[config.mk]
export PLATFORM = sky130hd
export DESIGN_NAME = dta_core
export DESIGN_NICKNAME = d
export VERILOG_FILES = /design/src/inc/dta_pkg.sv /design/src/inc/dta_line_if.sv /design/src/core/dta_line_mon.sv /design/src/core/dta_core.sv
export SDC_FILE = /design/constraint.sdc
export NUM_CORES = 1
export LEC_CHECK = 0
export ABC_AREA = 1
export BUFFER_PORTS_ARGS = -buffer_cell sky130_fd_sc_hd__buf_2
export CORE_MARGIN = 2
export CORE_UTILIZATION = 45
export CTS_CLUSTER_SIZE = 24
export DETAILED_ROUTE_END_ITERATION = 8
export PLACE_DENSITY_LB_ADDON = 0.1
export SLEW_MARGIN = 0
export SYNTH_ARGS = -nofsm -noshare
export SYNTH_HDL_FRONTEND = slang
export SYNTH_SLANG_ARGS = --single-unit
[constraint.sdc]
create_clock -name clock -period 3 [get_ports clock]
set_clock_uncertainty 0.15 [all_clocks]
set_input_delay 0.9 -clock clock [delete_from_list [all_inputs] [get_ports clock]]
set_output_delay 0.9 -clock clock [all_outputs]
set_load 0.05 [all_outputs]
[src/inc/dta_pkg.sv]
// Constants and types shared by the dual-target serial front end.
`default_nettype none
package dta_pkg;
  // ----------------------------------------------------------------
  // Address patterns and widths.
  // ----------------------------------------------------------------
  localparam int OPT_PINS = 6; // Number of optional address pins.
  localparam logic [5:0] REG_PATTERN = 6'h10; // Upper bits of the register target.
  localparam logic [5:0] MEM_PATTERN = 6'h28; // Upper bits of the memory target.
  localparam logic [2:0] ALL_PINS = 3'h6; // Pin count at which both targets merge.
  localparam int MEM_AW = 16; // Memory address width.
  localparam int PAGE_BITS = 6; // Program page is 64 bytes.
  localparam logic [3:0] BYTE_BITS = 4'h8; // Bits in one byte.
  localparam logic [1:0] WIDX_DATA = 2'h2; // Write byte index of the first memory data byte.
  localparam logic [7:0] FILL_BYTE = 8'hFF; // Returned when reading past the end.
  // ----------------------------------------------------------------
  // Types.
  // ----------------------------------------------------------------
  typedef enum logic [2:0] {
    ST_IDLE = 3'h0,
    ST_ADDR = 3'h1,
    ST_ACK = 3'h3,
    ST_RX = 3'h2,
    ST_TX = 3'h6,
    ST_MACK = 3'h7
  } dta_state_t;
  typedef enum logic {
    TGT_REG = 1'b0,
    TGT_MEM = 1'b1
  } dta_tgt_t;
endpackage
`default_nettype wire

[src/inc/dta_line_if.sv]
// Interface carrying bus line events from the line monitor to the core.
`default_nettype none
interface dta_line_if;
  logic rise; // Serial clock rose this cycle.
  logic fall; // Serial clock fell this cycle.
  logic start; // Start or repeated start seen.
  logic stop; // Stop seen.
  logic sda; // Current data level.
  modport mon (output rise, output fall, output start, output stop, output sda);
  modport ctl (input rise, input fall, input start, input stop, input sda);
endinterface
`default_nettype wire

[src/core/dta_line_mon.sv]
// Line monitor turning clock and data levels into bus events.
`default_nettype none
module dta_line_mon (
  input wire logic clock, // System clock.
  input wire logic rst_n, // Asynchronous reset, active low.
  input wire logic scl_i, // Serial clock level.
  input wire logic sda_i, // Serial data level.
  dta_line_if.mon lm // Events toward the core.
);
  logic scl_r;
  logic scl_nxt;
  logic sda_r;
  logic sda_nxt;
  // ----------------------------------------------------------------
  // Previous levels; idle bus is high, so reset high avoids a false edge.
  // ----------------------------------------------------------------
  always_comb begin
    scl_nxt = scl_i;
    sda_nxt = sda_i;
  end
  always_ff @(posedge clock or negedge rst_n) begin
    if (!rst_n) begin
      scl_r <= 1'b1;
      sda_r <= 1'b1;
    end else begin
      scl_r <= scl_nxt;
      sda_r <= sda_nxt;
    end
  end
  // Data changing while the clock stays high marks start and stop.
  assign lm.rise = scl_i & ~scl_r;
  assign lm.fall = ~scl_i & scl_r;
  assign lm.start = scl_i & scl_r & sda_r & ~sda_i;
  assign lm.stop = scl_i & scl_r & ~sda_r & sda_i;
  assign lm.sda = sda_i;
endmodule // dta_line_mon
`default_nettype wire

[src/core/dta_core.sv]
// Dual-target serial slave: address decode, pointers and memory access.
`default_nettype none
module dta_core #(
  parameter int unsigned MEM_SIZE = 32'h0000_1000 // Implemented memory bytes.
) (
  input wire logic clock, // System clock, 20 MHz.
  input wire logic rst_n, // Asynchronous reset, active low.
  input wire logic scl_i, // Serial clock level.
  output logic scl_o, // Clock drive value, always low.
  output logic scl_oe, // High while the clock is held low.
  input wire logic sda_i, // Serial data level.
  output logic sda_o, // Data drive value, always low.
  output logic sda_oe, // High while data is pulled low.
  input wire logic fixed_addr_pin, // Fixed lowest address bit.
  input wire logic [dta_pkg::OPT_PINS-1:0] optional_address_pins, // Extra address pins.
  input wire logic [2:0] addr_pin_count, // Extra pins in use, 0 to 6.
  input wire logic mem_write_block_pin, // High refuses memory writes.
  input wire logic mem_access_en, // Low blocks all memory access.
  output logic [dta_pkg::MEM_AW-1:0] mem_rd_addr, // Memory read address.
  input wire logic [7:0] mem_rd_data, // Data at mem_rd_addr, same cycle.
  output logic [dta_pkg::MEM_AW-1:0] mem_wr_addr, // Memory write address.
  output logic [7:0] wr_data, // Written byte for either target.
  output logic mem_we, // Memory write strobe.
  output logic mem_commit, // Page program start strobe.
  input wire logic mem_busy, // High while a page programs.
  output logic [7:0] reg_ptr, // Register pointer.
  input wire logic [7:0] reg_rd_data, // Register data at reg_ptr.
  output logic reg_we, // Register write strobe.
  output logic reg_re // Register read strobe.
);
  import dta_pkg::*;

  dta_line_if lm ();
  dta_state_t st_r, st_nxt;
  dta_tgt_t tgt_r, tgt_nxt, adr_tgt, rx_tgt;
  logic [3:0] bit_r, bit_nxt;
  logic [7:0] sh_r, sh_nxt, wdat_r, wdat_nxt, ptr_r, ptr_nxt, ld_byte;
  logic [1:0] widx_r, widx_nxt;
  logic [MEM_AW-1:0] madr_r, madr_nxt, wadr_r, wadr_nxt, madr_inc;
  logic rw_r, rw_nxt, sda_oe_r, sda_oe_nxt, scl_oe_r, scl_oe_nxt;
  logic mwe_r, mwe_nxt, cmt_r, cmt_nxt, rwe_r, rwe_nxt, rre_r, rre_nxt;
  logic mnak_r, mnak_nxt, dirty_r, dirty_nxt;
  logic [6:0] reg_addr, mem_addr;
  logic shared, hit_reg, hit_mem, byte_end, in_range, do_load, adr_nak, rx_nak;

  dta_line_mon u_mon (
    .clock(clock),
    .rst_n(rst_n),
    .scl_i(scl_i),
    .sda_i(sda_i),
    .lm(lm.mon)
  );

  // ----------------------------------------------------------------
  // Target addresses: each extra pin takes over the next upper bit.
  // ----------------------------------------------------------------
  assign reg_addr[0] = fixed_addr_pin;
  assign mem_addr[0] = fixed_addr_pin;
  for (genvar i = 1; i <= OPT_PINS; i++) begin : g_abit
    assign reg_addr[i] = (addr_pin_count >= 3'(i)) ? optional_address_pins[i-1]
                                                    : REG_PATTERN[i-1];
    assign mem_addr[i] = (addr_pin_count >= 3'(i)) ? optional_address_pins[i-1]
                                                    : MEM_PATTERN[i-1];
  end

  // Decisions shared by the byte engine and the checks below.
  assign shared = (addr_pin_count == ALL_PINS);
  assign hit_reg = (sh_r[7:1] == reg_addr);
  assign hit_mem = (sh_r[7:1] == mem_addr);
  assign byte_end = lm.fall && (bit_r == BYTE_BITS);
  assign in_range = 32'(madr_r) < MEM_SIZE;
  assign madr_inc = madr_r + 16'h0001;
  assign adr_tgt = shared ? tgt_r : (hit_mem ? TGT_MEM : TGT_REG);
  // A shared write cannot know its target yet, so it is always taken.
  assign adr_nak = !(hit_reg || hit_mem)
                   || (adr_tgt == TGT_MEM && !(shared && !sh_r[0])
                       && (!mem_access_en || (sh_r[0] && !in_range)));
  assign rx_tgt = (widx_r == 2'h0 && shared) ? dta_tgt_t'(sh_r[7]) : tgt_r;
  assign rx_nak = rx_tgt == TGT_MEM
                  && (!mem_access_en
                      || (widx_r == WIDX_DATA && (mem_write_block_pin || !in_range)));
  assign do_load = lm.fall && ((st_r == ST_ACK && rw_r && !scl_oe_r)
                               || (st_r == ST_MACK && !mnak_r));
  // Past the end the master still clocks bytes, so a filler is sent.
  assign ld_byte = (tgt_r == TGT_REG) ? reg_rd_data : (in_range ? mem_rd_data : FILL_BYTE);

  // ----------------------------------------------------------------
  // Byte engine: next state.
  // ----------------------------------------------------------------
  always_comb begin
    st_nxt = st_r;
    tgt_nxt = tgt_r;
    bit_nxt = bit_r;
    sh_nxt = sh_r;
    wdat_nxt = wdat_r;
    ptr_nxt = ptr_r;
    widx_nxt = widx_r;
    madr_nxt = madr_r;
    wadr_nxt = wadr_r;
    rw_nxt = rw_r;
    sda_oe_nxt = sda_oe_r;
    scl_oe_nxt = scl_oe_r;
    mnak_nxt = mnak_r;
    dirty_nxt = dirty_r;
    mwe_nxt = 1'b0;
    cmt_nxt = 1'b0;
    rwe_nxt = 1'b0;
    rre_nxt = 1'b0;
    if (lm.stop) begin
      st_nxt = ST_IDLE;
      sda_oe_nxt = 1'b0;
      // A partial page is programmed at the stop; nothing is left to stretch.
      if (dirty_r) begin
        cmt_nxt = 1'b1;
        dirty_nxt = 1'b0;
      end
    end else if (lm.start) begin
      st_nxt = ST_ADDR;
      bit_nxt = 4'h0;
      widx_nxt = 2'h0;
      sda_oe_nxt = 1'b0;
    end else begin
      case (st_r)
        ST_ADDR, ST_RX: begin
          if (lm.rise && bit_r != BYTE_BITS) begin
            sh_nxt = {sh_r[6:0], lm.sda};
            bit_nxt = bit_r + 4'h1;
          end else if (byte_end && st_r == ST_ADDR) begin
            if (adr_nak) begin
              st_nxt = ST_IDLE;
            end else begin
              st_nxt = ST_ACK;
              sda_oe_nxt = 1'b1;
              rw_nxt = sh_r[0];
              tgt_nxt = adr_tgt;
            end
          end else if (byte_end) begin
            tgt_nxt = rx_tgt;
            if (rx_nak) begin
              st_nxt = ST_IDLE;
            end else begin
              st_nxt = ST_ACK;
              sda_oe_nxt = 1'b1;
              if (widx_r != WIDX_DATA) begin
                widx_nxt = widx_r + 2'h1;
              end
              if (rx_tgt == TGT_REG) begin
                if (widx_r == 2'h0) begin
                  ptr_nxt = sh_r;
                end else begin
                  rwe_nxt = 1'b1;
                  wdat_nxt = sh_r;
                end
              end else if (widx_r == 2'h0) begin
                madr_nxt[15:8] = {sh_r[7] & ~shared, sh_r[6:0]};
              end else if (widx_r == 2'h1) begin
                madr_nxt[7:0] = sh_r;
              end else begin
                mwe_nxt = 1'b1;
                wadr_nxt = madr_r;
                wdat_nxt = sh_r;
                madr_nxt = madr_inc;
                dirty_nxt = 1'b1;
                // Crossing a page programs it; the clock is held meanwhile.
                if (madr_inc[PAGE_BITS-1:0] == '0) begin
                  cmt_nxt = 1'b1;
                  scl_oe_nxt = 1'b1;
                  dirty_nxt = 1'b0;
                end
              end
            end
          end
        end
        ST_ACK: begin
          if (lm.fall && !scl_oe_r) begin
            sda_oe_nxt = 1'b0;
            bit_nxt = 4'h0;
            st_nxt = rw_r ? ST_TX : ST_RX;
          end
        end
        ST_TX: begin
          if (lm.fall && bit_r == BYTE_BITS) begin
            sda_oe_nxt = 1'b0;
            st_nxt = ST_MACK;
          end else if (lm.fall) begin
            sda_oe_nxt = ~sh_r[7];
            sh_nxt = {sh_r[6:0], 1'b0};
            bit_nxt = bit_r + 4'h1;
          end
        end
        ST_MACK: begin
          if (lm.rise) begin
            mnak_nxt = lm.sda;
          end else if (lm.fall) begin
            st_nxt = mnak_r ? ST_IDLE : ST_TX;
          end
        end
        default: begin
          st_nxt = ST_IDLE;
        end
      endcase
      // First bit of a read byte goes out on the same fall that ends the ack.
      if (do_load) begin
        sda_oe_nxt = ~ld_byte[7];
        sh_nxt = {ld_byte[6:0], 1'b0};
        bit_nxt = 4'h1;
        mnak_nxt = 1'b0;
        if (tgt_r == TGT_REG) begin
          rre_nxt = 1'b1;
        end else if (in_range) begin
          madr_nxt = madr_inc;
        end
      end
    end
    // The clock is let go once the program pulse is gone and busy is low.
    if (scl_oe_r && !cmt_r && !mem_busy) begin
      scl_oe_nxt = 1'b0;
    end
  end

  // Byte engine: registers.
  always_ff @(posedge clock or negedge rst_n) begin
    if (!rst_n) begin
      st_r <= ST_IDLE;
      tgt_r <= TGT_REG;
      bit_r <= 4'h0;
      sh_r <= 8'h00;
      wdat_r <= 8'h00;
      ptr_r <= 8'h00;
      widx_r <= 2'h0;
      madr_r <= 16'h0000;
      wadr_r <= 16'h0000;
      rw_r <= 1'b0;
      sda_oe_r <= 1'b0;
      scl_oe_r <= 1'b0;
      mnak_r <= 1'b0;
      dirty_r <= 1'b0;
      mwe_r <= 1'b0;
      cmt_r <= 1'b0;
      rwe_r <= 1'b0;
      rre_r <= 1'b0;
    end else begin
      st_r <= st_nxt;
      tgt_r <= tgt_nxt;
      bit_r <= bit_nxt;
      sh_r <= sh_nxt;
      wdat_r <= wdat_nxt;
      ptr_r <= ptr_nxt;
      widx_r <= widx_nxt;
      madr_r <= madr_nxt;
      wadr_r <= wadr_nxt;
      rw_r <= rw_nxt;
      sda_oe_r <= sda_oe_nxt;
      scl_oe_r <= scl_oe_nxt;
      mnak_r <= mnak_nxt;
      dirty_r <= dirty_nxt;
      mwe_r <= mwe_nxt;
      cmt_r <= cmt_nxt;
      rwe_r <= rwe_nxt;
      rre_r <= rre_nxt;
    end
  end

  // Open-drain pins only ever pull low.
  assign scl_o = 1'b0;
  assign sda_o = 1'b0;
  assign scl_oe = scl_oe_r;
  assign sda_oe = sda_oe_r;
  assign mem_rd_addr = madr_r;
  assign mem_wr_addr = wadr_r;
  assign wr_data = wdat_r;
  assign mem_we = mwe_r;
  assign mem_commit = cmt_r;
  assign reg_ptr = ptr_r;
  assign reg_we = rwe_r;
  assign reg_re = rre_r;
endmodule // dta_core
`default_nettype wire

## Word level (Yosys, flattened, before mapping)

Cells that the tools add are included.

| storage, ports and cells | value |
|---|---|
| register bits | 77 |
| output and inout port bits | 56 |
| word-level logic and storage cells | 309 |

| operators by class | value |
|---|---|
| add/sub/neg operators | 3 |
| magnitude comparators | 7 |
| equal/unequal tests | 50 |
| multiplexer cells | 140 |
| bitwise operators | 24 |
| reduce and logical (&&, ||, !) cells | 65 |

Operator list:

| operator | count |
|---|---|
| 16-bit 2-to-1 mux | 9 |
| 8-bit 2-to-1 mux | 14 |
| 1-bit 2-to-1 mux | 87 |
| 3-bit 2-to-1 mux | 11 |
| 4-bit inequality test, second input constant | 8 |
| 6-bit AND reduction | 5 |
| 9-bit AND reduction | 3 |
| 2-bit nonzero test | 13 |
| 4-bit 2-to-1 mux | 6 |
| 6-bit inequality test, second input constant | 4 |
| 2-bit inequality test, second input constant | 11 |
| 2-bit 2-to-1 mux | 9 |
| 1-bit logical AND | 17 |
| 16-bit by 1-bit adder with 16-bit output, second input constant | 1 |
| 16-bit by 13-bit less-than comparator with 1-bit output, second input constant | 1 |
| 2-bit by 1-bit inequality test with 1-bit output, second input constant | 8 |
| 1-bit NOT | 16 |
| 8-bit one-hot mux with 2 select lines | 1 |
| 7-bit equality test | 2 |
| 7-bit AND reduction | 2 |
| 3-bit one-hot mux with 4 select lines | 1 |
| 4-bit one-hot mux with 3 select lines | 1 |
| 11-bit AND reduction | 1 |
| 5-bit inequality test, second input constant | 2 |
| 27 further kinds | 56 |

## Logic depth before layout (Yosys ltp)

Gate-level depths: netlist of the first run.

| logic depth | value |
|---|---|
| word-level depth | 15 |
| gate-level depth with buffers | 16 |
| depth with buffers taken out | 16 |

## Modules after synthesis

From an unflattened synthesis of the first run, not the netlist that was laid out.

| second synthesis, totals | value |
|---|---|
| cell total of the unflattened synthesis | 644 |
| area, all modules | 4704.5 um2 |

Modules (own cells, without submodules):

| module | times used | cells each | area an instance (um2) | seq. area each (um2) |
|---|---|---|---|---|
| dta_core | 1 | 630 | 4603.2 | 1876.8 |
| dta_line_mon | 1 | 14 | 101.3 | 52.6 |

## Worst setup path after synthesis of the first run

OpenSTA, ideal clock, no wires.

| timing path | value |
|---|---|
| kind | input port to flip-flop |
| start | input port addr_pin_count[2] |
| end | register madr_r[7] (netlist: mem_rd_addr[7]) |
| arrival time | 2196 ps |
| required time | 2737 ps |
| setup slack | 541 ps |
| stages | 16 |
| path buffers | 1 |
| cells stage by stage | buf_4 nand2_2 nor2_4 nand2_2 nand2_2 o21ai_4 nor2_8 inv_2 nor2_8 nand2_4 nand2_2 inv_2 nand2_1 nand3_1 nand2_1 inv_1 |

| between the ends | value |
|---|---|
| cells in the longest elaborated chain, start to end | 12 |
| elaborated cells between the ends (all ways) | 13 |
| those cells by class | eq/ne: 1; mux: 10; reduce/logical: 2 |

Ends and longest elaborated chain:

| what | RTL line | text |
|---|---|---|
| from (decl) | dta_core.sv:16 | `input wire logic [2:0] addr_pin_count,` |
| 3-bit equality test * | dta_core.sv:67 | `assign shared = (addr_pin_count == ALL_PINS);` |
| 1-bit logical AND * | dta_core.sv:78 | `assign rx_tgt = (widx_r == 2'h0 && shared) ? dta_tgt_t'(sh_r[7]) : tgt_r;` |
| 1-bit 2-to-1 mux * | dta_core.sv:78 |  |
| 16-bit 2-to-1 mux / 1-bit logical AND (equally long branches) | dta_core.sv:147, dta_core.sv:80 |  |
| 16-bit 2-to-1 mux * | dta_core.sv:139 | `if (rx_nak) begin` |
| 16-bit 2-to-1 mux * | dta_core.sv:137 | `end else if (byte_end) begin` |
| 16-bit 2-to-1 mux * | dta_core.sv:128 | `end else if (byte_end && st_r == ST_ADDR) begin` |
| 16-bit 2-to-1 mux * | dta_core.sv:125 | `if (lm.rise && bit_r != BYTE_BITS) begin` |
| 16-bit 2-to-1 mux * | dta_core.sv:123 | `case (st_r)` |
| 16-bit 2-to-1 mux | dta_core.sv:210 | `end else if (in_range) begin` |
| 16-bit 2-to-1 mux | dta_core.sv:208 | `if (tgt_r == TGT_REG) begin` |
| 16-bit 2-to-1 mux * | dta_core.sv:203 | `if (do_load) begin` |
| to (signal assigned) | dta_core.sv:250 | `madr_r <= madr_nxt;` |
| to (decl) | dta_core.sv:39 | `logic [MEM_AW-1:0] madr_r, madr_nxt, wadr_r, wadr_nxt, madr_inc;` |

Mark *: on every way between the ends. The rest lies on a longest branch, timed or not.
A chain may end at the register's enable or synchronous reset.

## Worst setup path in the final report of the first run

| timing path | value |
|---|---|
| start | register widx_r[1] |
| end | register dirty_r |

| between the ends | value |
|---|---|
| cells in the longest elaborated chain, start to end | 6 |
| elaborated cells between the ends (all ways) | 13 |
| those cells by class | eq/ne: 5; mux: 1; reduce/logical: 7 |

Ends and longest elaborated chain:

| what | RTL line | text |
|---|---|---|
| from (decl) | dta_core.sv:38 | `logic [1:0] widx_r, widx_nxt;` |
| from (signal assigned) | dta_core.sv:249 | `widx_r <= widx_nxt;` |
| 2-bit logical NOT / 2-bit equality test (equally long branches) | dta_core.sv:78, dta_core.sv:154, dta_core.sv:81 |  |
| 1-bit logical AND (on tied branches) | dta_core.sv:78, dta_core.sv:81 |  |
| 1-bit 2-to-1 mux / 1-bit logical OR (equally long branches) | dta_core.sv:78, dta_core.sv:81 |  |
| 1-bit logical AND | dta_core.sv:80 | `&& (!mem_access_en` |
| 2-bit inequality test (no line) | -- |  |
| 9-bit AND reduction (no line) * | -- |  |
| to (signal assigned) | dta_core.sv:256 | `dirty_r <= dirty_nxt;` |
| to (decl) | dta_core.sv:42 | `logic mnak_r, mnak_nxt, dirty_r, dirty_nxt;` |

Marks and branches as above.

==> results of run 1 <==
cell families (layout without fill, tap and decap cells):
group | Yosys count | count (layout) | synth area share
XOR/XNOR | 13 | 13 | 0.0245
other | 1 | 2 | 0.000806
AND/OR/NAND/NOR | 278 | 278 | 0.289
adder cells (fa/ha/maj) | 6 | 6 | 0.0161
flip-flops | 77 | 77 | 0.415
AO/OA/AOI/OAI | 134 | 134 | 0.167
multiplexers | 2 | 2 | 0.00484
buffers and inverters | 94 | 187 | 0.0834
layer usage:
metal,vias to the layer above,share of wire
met5,-,0
met4,0,0.016
met3,19,0.046
met2,119,0.48
met1,2090,0.46
li1,2189,-
worst paths after layout:
kind | startpoint | end | slack (ns) | cells after the start
max | widx_r[1] | dirty_r | 0.56 | 6
min | sda_oe | sda_oe | 0.32 | 2
max reg2reg | widx_r[1] | dirty_r | 0.56 | 6
min reg2reg | sda_oe | sda_oe | 0.32 | 2
max in group asynchronous | rst_n | u_mon.scl_r | 1.72 | 2
min in group asynchronous | rst_n | bit_r[0] | 0.35 | 1
registers in the layout (all words and copies together), names as in the netlist:
signal and cells:
u_mon.scl_r 1, widx_r 2, st_r 3, mem_rd_addr 16
reg_re 1, u_mon.sda_r 1, scl_oe 1, rw_r 1
tgt_r 1, reg_ptr 8, reg_we 1, mem_commit 1
wr_data 8, sh_r 8, sda_oe 1, mnak_r 1
bit_r 4, mem_wr_addr 16, dirty_r 1, mem_we 1
metrics by stage:
step	area, µm²	cells	hold slack [ns]
detailed placement	5230	819	0.309
global placement	5230	819	0.301
floorplan	4660	606	0.309
CTS	5440	835	0.328
finish	5440	835	0.323
global route	5440	835	0.361
cells in the mapped netlist, types with 2 or more instances:
cell | number | area [µm²]
nand2_1 | 142 | 533
dfrtp_1 | 75 | 1880
inv_1 | 58 | 218
o21ai_0 | 50 | 250
nor2_1 | 42 | 158
nand3_1 | 38 | 190
o21ai_1 | 28 | 140
inv_2 | 17 | 63.8
a21oi_1 | 16 | 80.1
nor3_1 | 16 | 80.1
o22ai_1 | 15 | 93.8
xor2_1 | 11 | 96.3
nand4_1 | 10 | 62.6
buf_2 | 9 | 45.0
o211ai_1 | 8 | 60.1
nand2_2 | 7 | 43.8
a31oi_1 | 6 | 37.5
ha_1 | 6 | 75.1
nor2_4 | 5 | 56.3
buf_4 | 4 | 30.0
nand2_4 | 3 | 33.8
nor2_8 | 3 | 60.1
nor3_2 | 3 | 30.0
clkbuf_1 | 2 | 7.51
clkinv_1 | 2 | 7.51
dfstp_2 | 2 | 52.6
mux2_2 | 2 | 22.5
nand3_4 | 2 | 35.0
nand4_2 | 2 | 25.0
nor4_1 | 2 | 12.5
o21ai_4 | 2 | 32.5
xnor2_1 | 2 | 17.5
final cells by class:
cell class,instances,area (µm²)
Fill cell,1024,4740
Multi-Input combinational cell,435,2340
Sequential cell,77,1930
Timing Repair Buffer,93,498
Inverter,78,294
Tap cell,136,170
Clock buffer,13,169
Clock inverter,3,42.5
power groups by stage:
stage | registers, mW | logic (mW) | clock network (mW)
after floorplan | 1.68 | 0.961 | 0
after global placement | 1.47 | 1.61 | 0
after detailed placement | 1.47 | 1.63 | 0
after CTS | 1.45 | 1.63 | 0.848
after global routing | 1.48 | 1.81 | 0.888
final | 1.46 | 1.64 | 0.826
critical path, stage by stage, from the launching register on:
cell	delay, ns
dfrtp_1	0.41
inv_1	0.11
ha_1	0.45
clkinv_1	0.43
nand4_2	0.31
buf_4	0.30
o21ai_0	0.14
==> results by stage, run 1 <==
Global route:
- The layer flagged by global routing as most heavily used is met2.
- The met2 track demand over resource is 0.388.
- The wire length of the first global-routing pass is 20900 µm.
- The total overflow reported by the global router is 0.
- The global routing met1 resource utilization is 0.327.
- For met3 alone, demand over resource in global routing was 0.0414.
- For this run, the total global-route usage over all layers was measured as 0.239.
- The number of antenna violations at the first check in global routing was 0.
- The number of global-route vias before repair came to 4152.
- Entering global routing, the biggest net connects 41 pins.

Clocking:
- Clock latency on the worst-skew pair, taken at its later pin, is 0.35 ns.
- Counting the buffers created by CTS gives 9.
- The total of cells resized after clock tree synthesis is 0.
- The clock passes through at most 2 buffers.
- The TritonCTS clock tree is built.
- Clock tree synthesis found a total of 77 sinks.
- The cell sitting at the root of the clock tree is a clkbuf_8.
- The number of buffers added for setup after CTS is 0.
- The H-tree was split into 3 levels.
- For this design, the CTS-stage hold fixing added 0 buffers.
- The clock input transition at the sequential cells of the worst setup and hold paths is 0.08 ns.

STA:
- The count of endpoints failing hold in the final timing report is 0.
- The final worst-path setup slack is 0.557 ns.
- The aggregate negative setup slack is 0 ns.
- The share of the clock period used by the worst path is 0.814.
- Setup repair after global routing left no endpoint under its margin.
- The number of slew-limit violations in the final report is 0.
- The count of endpoints failing setup in the final report is 0.
- The final period demand of the worst path is 2.44 ns.
- For this run, the top clock speed supported by timing is 409 MHz.

Detailed routing:
- The detailed-route DRC error count is 0.
- The wire length per cell after detailed routing is 15.2 µm.
- The remaining number of nets flagged by the antenna check after routing is 0.
- After detailed routing, the total wire length is 12700 µm.
- The total number of vias is 4417.
- Using the TritonRoute via totals, the vias-per-cell ratio works out to 5.29.
- After the first detailed-routing iteration, the DRC count stood at 306.
- The pre-antenna-repair detailed-routing pass consisted of 4 iterations.

Yosys:
- The flip-flop cell with the highest count after synthesis is dfrtp_1.
- The number of different library cells used by synthesis comes to 47.
- The number of instances in the synthesized netlist is 605.
- The number of enable-type register cells in the synthesized netlist is 0.
- The register area share after synthesis is 0.415.
- Dividing the synthesized area by the synthesized cell count gives 7.69 µm².
- The flop and latch count out of synthesis is 77.
- For this run, asynchronously set or reset flops after synthesis account for 1.00.
- The total number of yosys warnings is 0.
- The area of the mapped netlist is 0.00465 mm².

Placed design:
- Before CTS, the worst setup slack after placement is 0.250 ns.
- The global placement routability congestion is 0.927.
- The number of buffers added on ports is 86.
- After legalization and detailed placement, the total HPWL measured 9660 µm.

Power:
- The share of total power dissipated in sequential elements is 0.371.
- The internal power of the cells totals 2.12 mW.
- The net switching power is 1.80 mW.
- The share of total power dissipated in combinational logic is 0.418.
- The power density relative to cell area is 720 mW/mm².
- Of the total power, the share spent switching nets is 0.458.
- The design draws 3.92 mW.
- The peak ir drop on the vdd network is 378 µV.
- For this design the static power due to leakage is 2.71 nW.
- Of the total power, the clock network draws 0.211.

Critical path:
- STA puts the critical path data required time at 3.07 ns.
- The kind of capture point of the worst setup path is a flop.
- Of all nets on the critical path, the largest fanout is 29.
- The kind of start point of the critical path is a flop.
- Data arrives at the worst endpoint at 2.52 ns.
- The category of the most critical setup path is reg2reg.

Cells and area:
- The number of antenna diodes in the final layout is 0.
- From synthesis to final layout, the design area changed by 17.0%.
- The most frequent standard cell in the layout excluding fill and tap cells is nand2_1.
- For this run, the share of the core covered by cells in the final layout is 0.534.
- The fraction of layout cells with a size suffix above 1 is 0.232.
- The final-stage net count is 733.
- In the layout the commonest cells are 142 x nand2_1, 85 x buf_2, 75 x dfrtp_1, 58 x inv_1, 50 x o21ai_0.

Floorplan:
- The number of top-level pins is 89.
- The initial core utilization is 0.457.
- In this run the standard cell core region covers 0.0102 mm².
- The placement row count is 37.
- The die footprint is 0.0112 mm².
- The floorplan step set the die width to 106 µm.
- The die is 106 µm tall.

Worst hold path:
- The path category of the worst min-delay check is reg2reg.

Flow run:
- The total of max-cap violations is 0.

Run status:
- The run finished with clean final reports.
(Power assumes the default switching activity.)
==> inputs of run 2 (changes only) <==
--- a/config.mk
+++ b/config.mk
@@ -5,7 +5,7 @@
 export SDC_FILE = /design/constraint.sdc
 export NUM_CORES = 1
 export LEC_CHECK = 0
-export ABC_AREA = 1
+export ABC_AREA = 0
 export BUFFER_PORTS_ARGS = -buffer_cell sky130_fd_sc_hd__buf_2
 export CORE_MARGIN = 2
 export CORE_UTILIZATION = 45
==> constraint.sdc (replaced) <==
create_clock -name clock -period 2.3 [get_ports clock]
set_clock_uncertainty 0.15 [all_clocks]
set_input_delay 0.69 -clock clock [delete_from_list [all_inputs] [get_ports clock]]
set_output_delay 0.69 -clock clock [all_outputs]
set_load 0.05 [all_outputs]
==> run 2 against run 1 <==
Sequential share of layout area down 7.1 points. The flow now finishes with violations (negative setup slack). Non-clock buffer count is 119 higher. Register-to-register slack worse by 0.84 ns. Synthesized cell count fell by 16%. Critical path type unchanged. Die area shrank 1.3%. Total power increased by 93%. Maximum frequency is 5.4% lower. Combinational power grew to 2.6 times the previous value. Cell area is 25% higher. Sequential power up 38%.
==> results by stage, run 2 <==
Cells and area:
- The final-stage net count is 739 (was 733).
- The post-route cell area came to 0.00682 mm² (was 0.00544 mm²).
- The final antenna diode count is 0 (unchanged).
- The fraction of layout cells with a size suffix above 1 is 0.491 (was 0.232).
- The most frequent standard cell in the layout excluding fill and tap cells is buf_4 (was nand2_1).
- Commonest cells after routing, fill and taps aside: 107 x buf_4, 81 x buf_2, 71 x dfrtp_1, 47 x nor2_1, 36 x nand2_1 (was 142 x nand2_1, 85 x buf_2, 75 x dfrtp_1, 58 x inv_1, 50 x o21ai_0).
- The relative area change from synthesis to final layout was 48.5% (was 17.0%).

STA:
- The final worst-path setup slack is -0.283 ns (was 0.557 ns).
- The count of endpoints failing hold in the final timing report is 0 (unchanged).
- The share of the clock period used by the worst path is 1.12 (was 0.814).
- The final period demand of the worst path is 2.58 ns (was 2.44 ns).
- The number of slew-limit violations in the final report is 0 (unchanged).
- RSZ-0062 raised after global routing: true (was false).
- The aggregate negative setup slack came to -6.16 ns (was 0 ns).
- The maximum operating frequency came to 387 MHz (was 409 MHz).
- The count of endpoints failing setup in the final report is 53 (was 0).

Yosys:
- The area of the mapped netlist is 0.00459 mm² (was 0.00465 mm²).
- The number of instances in the synthesized netlist is 509 (was 605).
- The number of enable-type register cells in the synthesized netlist was 0 (unchanged).
- The top cell type's share of synthesized area is 0.409 (was 0.403).
- The synthesized area per cell is 9.02 µm² (was 7.69 µm²).
- The share of async-settable or async-resettable flops after synthesis came to 1.00 (unchanged).
- The flop and latch count out of synthesis is 77 (unchanged).
- Synth top area cells: dfrtp_1 41%, mux2_2 6.9%, nor2_1 4.7% (was dfrtp_1 40%, nand2_1 11%, o21ai_0 5.4%).
- The post-synthesis cell type with the largest combined area is dfrtp_1 (unchanged).
- The flip-flop cell with the highest count after synthesis is dfrtp_1 (unchanged).
- Synth top cells by count: 75 x dfrtp_1, 58 x nor2_1, 43 x nand2_1, 40 x o21ai_0, 28 x mux2_2 (was 142 x nand2_1, 75 x dfrtp_1, 58 x inv_1, 50 x o21ai_0, 42 x nor2_1).
- The most common cell in the netlist is dfrtp_1 (was nand2_1).
- The register area share after synthesis was 0.420 (was 0.415).
- The number of different library cells in the post-synthesis netlist is 66 (was 47).
- The total number of yosys warnings was 0 (unchanged).

Worst hold path:
- The path category of the worst min-delay check was in2async (was reg2reg).

Detailed routing:
- The wire length per cell after detailed routing is 16.9 µm (was 15.2 µm).
- The remaining number of nets flagged by the antenna check after routing came to 0 (unchanged).
- The number of detailed-route iterations in the first pass is 4 (unchanged).
- The wire length after detailed routing was 14200 µm (was 12700 µm).
- The total number of vias came to 4722 (was 4417).
- The DRC violation total after the first TritonRoute iteration is 240 (was 306).
- The detailed-route DRC error count is 0 (unchanged).
- The via density per instance is 5.63 (was 5.29).

Run status:
- Status: finished with violations (was complete, no violations).
- The checks that failed: negative setup slack.

Clocking:
- The number of clock sinks seen by CTS is 77 (unchanged).
- The clock input transition at the sequential cells of the worst setup and hold paths is 0.09 ns (was 0.08 ns).
- The insertion delay of the later-clocked pin in the worst-skew pair is 0.36 ns (was 0.35 ns).
- The buffer levels on the longest clock path was 2 (unchanged).
- The root buffer cell is clkbuf_8 (unchanged).
- The number of clock buffers inserted by TritonCTS is 9 (unchanged).
- The TritonCTS clock tree was built (unchanged).
- The H-tree level count is 3 (unchanged).

Global route:
- The wire length of the first global-routing pass is 22500 µm (was 20900 µm).
- The total overflow reported by the global router is 0 (unchanged).
- The number of global-route vias before repair is 4594 (was 4152).
- The largest net degree at the start of global routing is 47 (was 41).
- The number of antenna violations at the first check in global routing is 0 (unchanged).
- The global router's overall resource usage is 0.257 (was 0.239).

Critical path:
- The worst-path maximum fanout is 12 (was 29).
- The endpoint arrival time on the critical path is 2.74 ns (was 2.52 ns).
- The kind of capture point of the worst setup path is a flop (unchanged).
- The data required time at the worst endpoint came to 2.46 ns (was 3.07 ns).
- The category of the most critical setup path is reg2reg (unchanged).
- The kind of start point of the critical path is a flop (unchanged).

Power:
- The peak ir drop on the vdd network is 573 µV (was 378 µV).
- The static power due to leakage is 3.26 nW (was 2.71 nW).
- The power density relative to cell area is 1110 mW/mm² (was 720 mW/mm²).

Floorplan:
- The initial core utilization was 0.468 (was 0.457).
- The core area was 0.00982 mm² (was 0.0102 mm²).
- The die footprint is 0.0110 mm² (was 0.0112 mm²).
- The horizontal die dimension is 105 µm (was 106 µm).
- The floorplan die height came to 105 µm (was 106 µm).
- The placement row count came to 36 (was 37).
- The number of top-level pins is 89 (unchanged).

Flow run:
- The total of max-cap violations was 0 (unchanged).

Placed design:
- The half-perimeter wire length of the detailed placement result is 10100 µm (was 9660 µm).
- The number of buffers added on ports is 86 (unchanged).
- The global placement routability congestion is 0.904 (was 0.927).
- The cell area reported after detailed placement was 0.00597 mm² (was 0.00523 mm²).
==> run 2: cell types whose count changed in the layout (fill, tap and decap cells not counted), sizes merged, moves of 10 or more <==
cell and delta:
buf +119, inv -56, nand3 -21, mux2 +26, o22ai -10, nor3 -10
o21ai -39, nand2 -109
==> run 2: cell type report <==
type | count | area, µm²
fill | 789 | 3000
multi-input combinational | 383 | 2890
sequential | 77 | 1930
tap | 133 | 166
clock inverter | 7 | 120
timing repair buffer | 212 | 1510
clock buffer | 9 | 124
inverter | 17 | 68.8
==> run 2: repair_timing <==
| action | CTS | global route |
|---|---|---|
| endpoints found under the setup margin | 60 | 68 |
| pin swaps | 13 | 20 |
| setup buffers | 11 | 8 |
| cloned | 1 | 0 |
| gates resized for setup | 54 | 70 |
| hold buffers | 0 | 0 |
==> run 2: per-stage QoR <==
| step | instances | util | power (mW) | hold slack, ns | setup slack, ns |
|---|---|---|---|---|---|
| 5_1_grt | 838 | 0.694 | 7.97 | 0.0222 | -0.364 |
| 6_report | 838 | 0.694 | 7.55 | 0.0286 | -0.283 |
| 3_5_place_dp | 802 | 0.608 | 5.64 | 0.317 | -0.406 |
| 4_1_cts | 830 | 0.663 | 7.22 | 0.0262 | -0.264 |
| 3_3_place_gp | 802 | 0.608 | 5.58 | 0.308 | -0.366 |
| 2_1_floorplan | 510 | - | 4.36 | 0.244 | -0.378 |
==> run 2: report_power, final <==
group          leakage [nW]  switching (mW)  internal (mW)
combinational          2.13            2.49           1.76
clock                 0.120           0.557          0.727
sequential             1.01           0.313           1.71
total                  3.26            3.36           4.20
==> run 2: cells by family after synthesis <==
| family | after synthesis | synth area share |
|---|---|---|
| buffers and inverters | 50 | 0.0480 |
| other | 1 | 0.000817 |
| XOR/XNOR | 9 | 0.0172 |
| AO/OA/AOI/OAI | 143 | 0.207 |
| adder cells (fa/ha/maj) | 6 | 0.0163 |
| flip-flops | 77 | 0.420 |
| AND/OR/NAND/NOR | 191 | 0.214 |
| multiplexers | 32 | 0.0774 |
==> run 2: layer usage <==
layer / vias to the layer above / GRT usage / wire (µm)
met1: 2305 / 0.326 / 6060
met4: 0 / 0.0876 / 284
li1: 2245 / - / -
met2: 144 / 0.441 / 7130
met3: 28 / 0.0449 / 706
met5: - / 0 / 0
==> run 2: critical path, stage by stage, from the launching register on <==
cell and delay (ns):
dfrtp_2 0.41, or4_4 0.58, or4b_4 0.63, o31a_1 0.17, buf_12 0.16, buf_4 0.15
nor3b_2 0.16, a221o_1 0.12
==> run 2: path summary, 6_finish.rpt <==
kind | start | to | slack [ns] | depth (start not counted)
worst max register to register | mem_rd_addr[12] | mem_rd_addr[13] | -0.28 | 7
min in group clock | sda_i | u_mon.sda_r | 0.30 | 1
worst max-delay path | mem_rd_addr[12] | mem_rd_addr[13] | -0.28 | 7
max in group asynchronous | rst_n | u_mon.scl_r | 1.40 | 2
worst min register to register | mem_wr_addr[10] | mem_wr_addr[10] | 0.34 | 2
worst min-delay path | rst_n | wr_data[5] | 0.03 | 1
